$ cat src/verilog/gbc_pkg.sv
// Constants and types for the instrument bus command decoder.
// Assumes bus pins arrive inverted (active low) and synchronous to clk_in.
package gbc_pkg;
  localparam int       DATA_W     = 8;
  localparam int       FIFO_DEPTH = 16;
  // Command codes, seven bits wide.
  localparam logic [6:0] CMD_GTL = 7'h01;
  localparam logic [6:0] CMD_SDC = 7'h04;
  localparam logic [6:0] CMD_GET = 7'h08;
  localparam logic [6:0] CMD_LLO = 7'h11;
  localparam logic [6:0] CMD_DCL = 7'h14;
  localparam logic [6:0] CMD_SPE = 7'h18;
  localparam logic [6:0] CMD_SPD = 7'h19;
  localparam logic [6:0] CMD_UNL = 7'h3F;
  localparam logic [6:0] CMD_UNT = 7'h5F;
  // Command group held in bits 6:5 of the code.
  localparam logic [1:0] GRP_UCG = 2'h0;
  localparam logic [1:0] GRP_LAG = 2'h1;
  localparam logic [1:0] GRP_TAG = 2'h2;
  localparam logic [1:0] GRP_SCG = 2'h3;
  // Received data word with its end marker.
  typedef struct packed {
    logic [7:0] data;
    logic       eoi;
  } gbc_rx_t;
endpackage

$ cat src/verilog/gbc_decoder.sv
// Bus command decoder with its receive FIFO.
// Assumes all bus inputs are synchronous to clk_in and active low.
`timescale 1ns/1ps
`default_nettype none

module gbc_fifo #(
  parameter int WIDTH = 9,
  parameter int DEPTH = 16
) (
  // Clock and reset.
  input  wire logic             clk_in,
  input  wire logic             arst_n_in,
  // Filling side.
  input  wire logic             in_valid_in,
  output logic                  in_ready_out,
  input  wire logic [WIDTH-1:0] in_data_in,
  // Draining side.
  output logic                  out_valid_out,
  input  wire logic             out_ready_in,
  output logic [WIDTH-1:0]      out_data_out
);
  localparam int CW = $clog2(DEPTH + 1);
  logic [WIDTH-1:0] mem [DEPTH];
  logic [WIDTH-1:0] next_mem [DEPTH];
  logic [CW-1:0]    count;
  logic [CW-1:0]    next_count;
  logic             push;
  logic             pop;
  logic [CW-1:0]    wr_idx;

  // Shift FIFO: the head always sits in slot zero, so it is a flop.
  always_comb begin
    push = in_valid_in && in_ready_out;
    pop  = out_valid_out && out_ready_in;
    wr_idx = count - CW'(pop);
    next_count = count + CW'(push) - CW'(pop);
    for (int i = 0; i < DEPTH; i++) begin
      next_mem[i] = mem[i];
      if (pop && i < DEPTH - 1) begin
        next_mem[i] = mem[i + 1];
      end
      if (push && CW'(i) == wr_idx) begin
        next_mem[i] = in_data_in;
      end
    end
  end

  // Storage and flags; flags are registered so they read honest.
  always_ff @(posedge clk_in or negedge arst_n_in) begin
    if (!arst_n_in) begin
      count         <= '0;
      in_ready_out  <= 1'b0;
      out_valid_out <= 1'b0;
      for (int i = 0; i < DEPTH; i++) begin
        mem[i] <= '0;
      end
    end else begin
      count         <= next_count;
      in_ready_out  <= next_count != CW'(DEPTH);
      out_valid_out <= next_count != '0;
      mem           <= next_mem;
    end
  end

  assign out_data_out = mem[0];
endmodule

module gbc_decoder (
  // Clock and reset.
  input  wire logic                clk_in,
  input  wire logic                arst_n_in,
  // Bus lines sensed, active low.
  input  wire logic [7:0]          dio_n_in,
  input  wire logic                atn_n_in,
  input  wire logic                ifc_n_in,
  input  wire logic                ren_n_in,
  input  wire logic                eoi_n_in,
  input  wire logic                dav_n_in,
  // Open-drain bus lines driven by the acceptor and requester.
  output logic                     nrfd_n_out,
  output logic                     nrfd_oe_out,
  output logic                     ndac_n_out,
  output logic                     ndac_oe_out,
  output logic                     srq_n_out,
  output logic                     srq_oe_out,
  // Configuration.
  input  wire logic [4:0]          my_addr_in,
  input  wire logic                trig_unaddr_in,
  input  wire logic                gtl_unlock_in,
  input  wire logic                ren_panel_lock_in,
  input  wire logic                srq_cond_in,
  // Interface state.
  output logic                     remote_out,
  output logic                     lockout_out,
  output logic                     panel_off_out,
  output logic                     listen_out,
  output logic                     talk_out,
  output logic                     spoll_out,
  output logic                     clear_out,
  output logic                     trigger_out,
  // Received data stream.
  output logic                     rx_valid_out,
  input  wire logic                rx_ready_in,
  output gbc_pkg::gbc_rx_t         rx_data_out
);
  typedef enum {AH_IDLE, AH_HOLD} gbc_ah_t;

  // Line decodes an own-address match inside a group.
  function automatic logic addr_hit(input logic [6:0] code,
                                    input logic [1:0] grp,
                                    input logic [4:0] addr);
    addr_hit = code[6:5] == grp && code[4:0] == addr;
  endfunction

  gbc_ah_t          ah;
  gbc_ah_t          next_ah;
  logic             nrfd_oe, next_nrfd_oe;
  logic             ndac_oe, next_ndac_oe;
  logic             srq_oe;
  logic             remote, next_remote;
  logic             lockout, next_lockout;
  logic             listen, next_listen;
  logic             talk, next_talk;
  logic             spoll, next_spoll;
  logic             clear, next_clear;
  logic             trig, next_trig;
  logic             panel_off;
  logic             atn, ifc, ren, dav, eoi;
  logic [6:0]       cmd;
  logic             engaged;
  logic             ready;
  logic             take;
  logic             cmd_take;
  logic             push;
  logic             fifo_ready;
  gbc_pkg::gbc_rx_t push_word;

  // Bus lines are low true; only seven bits carry command meaning.
  always_comb begin
    atn = !atn_n_in;
    ifc = !ifc_n_in;
    ren = !ren_n_in;
    dav = !dav_n_in;
    eoi = !eoi_n_in;
    cmd = ~dio_n_in[6:0];
    push_word.data = ~dio_n_in;
    push_word.eoi  = eoi;
  end

  // Acceptor: a byte is taken when idle, valid and engaged; only data bytes also need room.
  always_comb begin
    engaged  = atn || listen;
    ready    = atn || fifo_ready;
    take     = ah == AH_IDLE && dav && engaged && ready;
    cmd_take = take && atn;
    push     = take && !atn && listen;
    next_ah  = ah;
    case (ah)
      AH_IDLE: begin
        if (take) begin
          next_ah = AH_HOLD;
        end
      end
      AH_HOLD: begin
        if (!dav) begin
          next_ah = AH_IDLE;
        end
      end
      default: next_ah = AH_IDLE;
    endcase
    next_nrfd_oe = engaged && (next_ah == AH_HOLD || !ready);
    next_ndac_oe = engaged && next_ah == AH_IDLE;
  end

  // Acceptor state and line drivers.
  always_ff @(posedge clk_in or negedge arst_n_in) begin
    if (!arst_n_in) begin
      ah      <= AH_IDLE;
      nrfd_oe <= 1'b0;
      ndac_oe <= 1'b0;
      srq_oe  <= 1'b0;
    end else begin
      ah      <= next_ah;
      nrfd_oe <= next_nrfd_oe;
      ndac_oe <= next_ndac_oe;
      srq_oe  <= srq_cond_in;
    end
  end

  // Command interpreter for bytes taken under attention.
  always_comb begin
    next_remote  = remote;
    next_lockout = lockout;
    next_listen  = listen;
    next_talk    = talk;
    next_spoll   = spoll;
    next_clear   = 1'b0;
    next_trig    = 1'b0;
    if (cmd_take) begin
      case (cmd[6:5])
        gbc_pkg::GRP_UCG: begin
          case (cmd)
            gbc_pkg::CMD_LLO: next_lockout = 1'b1;
            gbc_pkg::CMD_DCL: next_clear = 1'b1;
            gbc_pkg::CMD_SPE: next_spoll = 1'b1;
            gbc_pkg::CMD_SPD: next_spoll = 1'b0;
            gbc_pkg::CMD_SDC: next_clear = listen;
            gbc_pkg::CMD_GTL: begin
              if (listen) begin
                next_remote = 1'b0;
                if (gtl_unlock_in) begin
                  next_lockout = 1'b0;
                end
              end
            end
            gbc_pkg::CMD_GET: next_trig = listen || trig_unaddr_in;
            default: next_clear = 1'b0;
          endcase
        end
        gbc_pkg::GRP_LAG: begin
          if (cmd == gbc_pkg::CMD_UNL) begin
            next_listen = 1'b0;
          end else if (addr_hit(cmd, gbc_pkg::GRP_LAG, my_addr_in)) begin
            next_listen = 1'b1;
            next_talk   = 1'b0;
            if (ren) begin
              next_remote = 1'b1;
            end
          end
        end
        gbc_pkg::GRP_TAG: begin
          if (cmd == gbc_pkg::CMD_UNT) begin
            next_talk = 1'b0;
          end else if (addr_hit(cmd, gbc_pkg::GRP_TAG, my_addr_in)) begin
            next_talk   = 1'b1;
            next_listen = 1'b0;
          end else begin
            next_talk = 1'b0;
          end
        end
        default: next_talk = talk;
      endcase
    end
    if (!ren) begin
      next_remote  = 1'b0;
      next_lockout = 1'b0;
    end
    if (ifc) begin
      next_listen = 1'b0;
      next_talk   = 1'b0;
    end
  end

  // Interface state registers.
  always_ff @(posedge clk_in or negedge arst_n_in) begin
    if (!arst_n_in) begin
      remote    <= 1'b0;
      lockout   <= 1'b0;
      listen    <= 1'b0;
      talk      <= 1'b0;
      spoll     <= 1'b0;
      clear     <= 1'b0;
      trig      <= 1'b0;
      panel_off <= 1'b0;
    end else begin
      remote    <= next_remote;
      lockout   <= next_lockout;
      listen    <= next_listen;
      talk      <= next_talk;
      spoll     <= next_spoll;
      clear     <= next_clear;
      trig      <= next_trig;
      panel_off <= (next_remote && ren_panel_lock_in) || next_lockout;
    end
  end

  // Receive buffer; its fullness holds the bus off through NRFD.
  gbc_fifo #(
    .WIDTH ($bits(gbc_pkg::gbc_rx_t)),
    .DEPTH (gbc_pkg::FIFO_DEPTH)
  ) u_fifo (
    .clk_in        (clk_in),
    .arst_n_in     (arst_n_in),
    .in_valid_in   (push),
    .in_ready_out  (fifo_ready),
    .in_data_in    (push_word),
    .out_valid_out (rx_valid_out),
    .out_ready_in  (rx_ready_in),
    .out_data_out  (rx_data_out)
  );

  // Open-drain lines only ever pull low.
  assign nrfd_n_out    = 1'b0;
  assign ndac_n_out    = 1'b0;
  assign srq_n_out     = 1'b0;
  assign nrfd_oe_out   = nrfd_oe;
  assign ndac_oe_out   = ndac_oe;
  assign srq_oe_out    = srq_oe;
  assign remote_out    = remote;
  assign lockout_out   = lockout;
  assign panel_off_out = panel_off;
  assign listen_out    = listen;
  assign talk_out      = talk;
  assign spoll_out     = spoll;
  assign clear_out     = clear;
  assign trigger_out   = trig;
endmodule

`default_nettype wire

$ cat config.mk
export PLATFORM = sky130hd
export DESIGN_NAME = gbc_decoder
export DESIGN_NICKNAME = d
export VERILOG_FILES = /design/src/verilog/gbc_pkg.sv /design/src/verilog/gbc_decoder.sv
export SDC_FILE = /design/constraint.sdc
export NUM_CORES = 1
export LEC_CHECK = 0
export BUFFER_PORTS_ARGS = -buffer_cell sky130_fd_sc_hd__buf_2
export CORE_ASPECT_RATIO = 1.5
export CORE_MARGIN = 10
export CORE_UTILIZATION = 28
export CTS_BUF_LIST = sky130_fd_sc_hd__clkbuf_4
export DETAILED_ROUTE_END_ITERATION = 8
export PLACE_DENSITY_LB_ADDON = 0.3
export SLEW_MARGIN = 20
export SYNTH_ARGS = -nofsm -noshare
export SYNTH_HDL_FRONTEND = slang
export SYNTH_SLANG_ARGS = --single-unit
$ cat constraint.sdc
create_clock -name clk_in -period 3.5 [get_ports clk_in]
set_clock_uncertainty 0.2 [all_clocks]
set_input_delay 0.175 -clock clk_in [delete_from_list [all_inputs] [get_ports clk_in]]
set_output_delay 0.175 -clock clk_in [all_outputs]
set_load 0.01 [all_outputs]
==> flow_summary.json <==
{
  "maxSlewHeadroom_pct": 37.01,
  "areaGrowthSynthToFinish_pct": 17.01,
  "end_kind": "flop",
  "wl_per_cell_um": 16.44,
  "grt_pass1_vias": 5951,
  "dieHeight_um": 238.6,
  "gp_congestion": 0.7711,
  "synthTopCellsByArea": "dfrtp_1 54%, mux2i_1 30%, nor4_1 1.8%",
  "crit_type": "flop to flop",
  "synth_top_area_share_pct": 54.40,
  "drive_gt1_share_pct": 16.71,
  "min-delay-path-class": "primary input to flop",
  "layout_setup_ws_ns": 0.2854,
  "hpwl_mm": 13.26,
  "avgSynthCellArea_um2": 12.99,
  "syn_area_um2": 8924,
  "cp-start-kind": "flop",
  "track_usage_pct": 10.31,
  "synthTopCellsByCount": "271 x mux2i_1, 194 x dfrtp_1, 26 x nand2_1, 26 x nor4_1, 22 x clkbuf_1",
  "die-area_um2": 39560,
  "cts-root-buf": "clkbuf_4",
  "antenna_found_initial": 3,
  "grt-ovfl-total": 0,
  "synthFlopType": "dfrtp_1",
  "insertion_delay_ns": 0.61,
  "worstMarginPinSlew_ns": 0.9448,
  "place_ws_ns": 0.5072,
  "synth_edf_count": 0,
  "period_share_pct": 91.85,
  "cellLeakagePower_nw": 4.779,
  "nFillCells": 3238,
  "met2_usage_pct": 18.88,
  "initial_utilization_pct": 28.21,
  "clkTransAtPathRegs_ns": 0.15,
  "critical_path_required_ns": 3.85,
  "peakVddDrop_mv": 0.2664,
  "htreeDepth": 4,
  "synth.most_common_cell": "mux2i_1",
  "slew_violations": 0,
  "num_vias": 5404,
  "cap_violations": 0,
  "boundaryPins": 49,
  "yosysWarnings": 0,
  "avgViaCountPerCell": 4.500,
  "dr.pass1.iters": 4,
  "rsz0062_at_grt": "no",
  "grt_use_met3_pct": 2.386,
  "r2r_slack_ns": 0.29,
  "routed_wl_mm": 19.74,
  "final_antenna_net_count": 0,
  "grt-busiest-layer": "met2",
  "max_freq_ghz": 0.3111,
  "clkSinkCount": 194,
  "grt_pass1_wl_mm": 32.82,
  "cts_buffers": 17,
  "die_w_um": 165.8,
  "setup_viol": 0,
  "ys_seq_area_share_pct": 54.40,
  "min_period_ns": 3.215,
  "use_met1_pct": 11.47,
  "io_buffers": 45,
  "path_max_fanout": 4,
  "status": "finished, final reports clean",
  "finalHoldViolCount": 0,
  "cts_setup_buffers": 0,
  "synth_cell_types": 50,
  "nets": 811,
  "rows": 80,
  "numPlacedInstances": 1137,
  "yosys.area.top_type": "dfrtp_1",
  "grt_max_degree": 84,
  "tritoncts": "built",
  "cp.arrival_ns": 3.56,
  "fin_tns_setup_ns": 0,
  "synth_cells": 687,
  "stdcell_count": 1201,
  "ys_ff_latch": 194,
  "cts_buffer_depth": 2,
  "cts_resized": 0,
  "drt_first_iter_violations": 237,
  "coreArea_um2": 31630,
  "synthArstFlopShare_pct": 100.0,
  "power_density_nw_per_um2": 469.9,
  "drc": 0
}
layout make-up:
type | instances | area (µm²) | share of cell area (%)
Tap cell | 410 | 513.0 | 4.913
Clock buffer | 18 | 135.1 | 1.294
Sequential cell | 194 | 4855 | 46.49
Timing Repair Buffer | 101 | 762.0 | 7.298
Inverter | 14 | 52.55 | 0.5033
Clock inverter | 14 | 198.9 | 1.905
Multi-Input combinational cell | 449 | 3923 | 37.57
Antenna cell | 1 | 2.502 | 0.02397
sequential cells by signal, indices dropped and copies added, names as in the netlist:
name / cells
u_fifo.count: 5
remote_out: 1
lockout_out: 1
u_fifo.out_valid_out: 1
talk_out: 1
trigger_out: 1
ah: 32
panel_off_out: 1
nrfd_oe_out: 1
u_fifo.out_data_out: 9
spoll_out: 1
u_fifo.mem: 135
u_fifo.in_ready_out: 1
ndac_oe_out: 1
clear_out: 1
listen_out: 1
srq_oe_out: 1
metal layers:
layer / wire length [µm] / vias to the layer above
li1: - / 2596
met1: 8339 / 2734
met2: 10650 / 60
met3: 447 / 14
met4: 305 / 0
met5: 0 / -
report_power, final:
part	internal (mW)	switching, mW
Combinational	0.435	0.743
Clock	0.585	0.782
Sequential	2.31	0.0530
critical path: stages, from the launching register on:
cell	delay [ns]
dfrtp_1	0.40
nor4_1	0.39
nand4_1	0.30
or4_4	0.61
dlygate4sd3_1	0.58
a31oi_1	0.13
dlygate4sd3_1	0.56
stage by stage:
| step | cell area [µm²] | total power [mW] | util [%] | hold slack (ns) |
|---|---|---|---|---|
| 6_report | 10440 | 4.907 | 33.01 | 0.08155 |
| 5_1_grt | 10440 | 5.190 | 33.01 | 0.1246 |
| 4_1_cts | 10440 | 4.999 | 33.00 | 0.02144 |
| 3_5_place_dp | 9777 | 3.570 | 30.91 | 0.09210 |
| 3_3_place_gp | 9777 | 3.563 | 30.91 | 0.08319 |
| 2_1_floorplan | 9047 | 3.211 | - | -0.3206 |
path summary, 6_finish.rpt:
path	startpoint	endpoint	cells past startpoint
worst max-delay path	ah[30]	listen_out	6
min in group asynchronous	arst_n_in	u_fifo.mem[84]	4
worst min register to register	u_fifo.mem[3]	u_fifo.mem[3]	2
worst min-delay path	rx_ready_in	u_fifo.count[1]	6
max in group asynchronous	arst_n_in	u_fifo.mem[75]	4
worst max register to register	ah[30]	listen_out	6
cell usage in the layout (no fill, tap or decap), types with 5 or more instances in the layout:
cell type / n
buf_2: 44
nand2_1: 25
nand4_1: 5
ha_1: 8
nand2b_1: 5
mux2i_1: 271
dfrtp_1: 194
buf_4: 24
nor4_1: 11
nor2_1: 8
clkbuf_4: 18
dlygate4sd3_1: 30
xor2_1: 8
nor4_2: 15
nor3_1: 5
o21ai_2: 6
inv_1: 13
conb_1: 34
cell families (layout without fill, tap and decap cells):
| group | Yosys count | after routing | share of synthesized area (%) |
|---|---|---|---|
| multiplexers | 272 | 272 | 30.52 |
| flip-flops | 194 | 194 | 54.40 |
| AND/OR/NAND/NOR | 95 | 95 | 6.043 |
| buffers and inverters | 77 | 147 | 4.164 |
| AO/OA/AOI/OAI | 28 | 28 | 2.398 |
| XOR/XNOR | 11 | 11 | 1.080 |
| adder cells (fa/ha/maj) | 9 | 9 | 1.346 |
| other | 1 | 35 | 0.04202 |
timing repair:
action,CTS,global route
endpoints found under the setup margin,0,0
hold buffers,31,0
endpoints found under the hold margin,345,0
(Power assumes the default switching activity.)
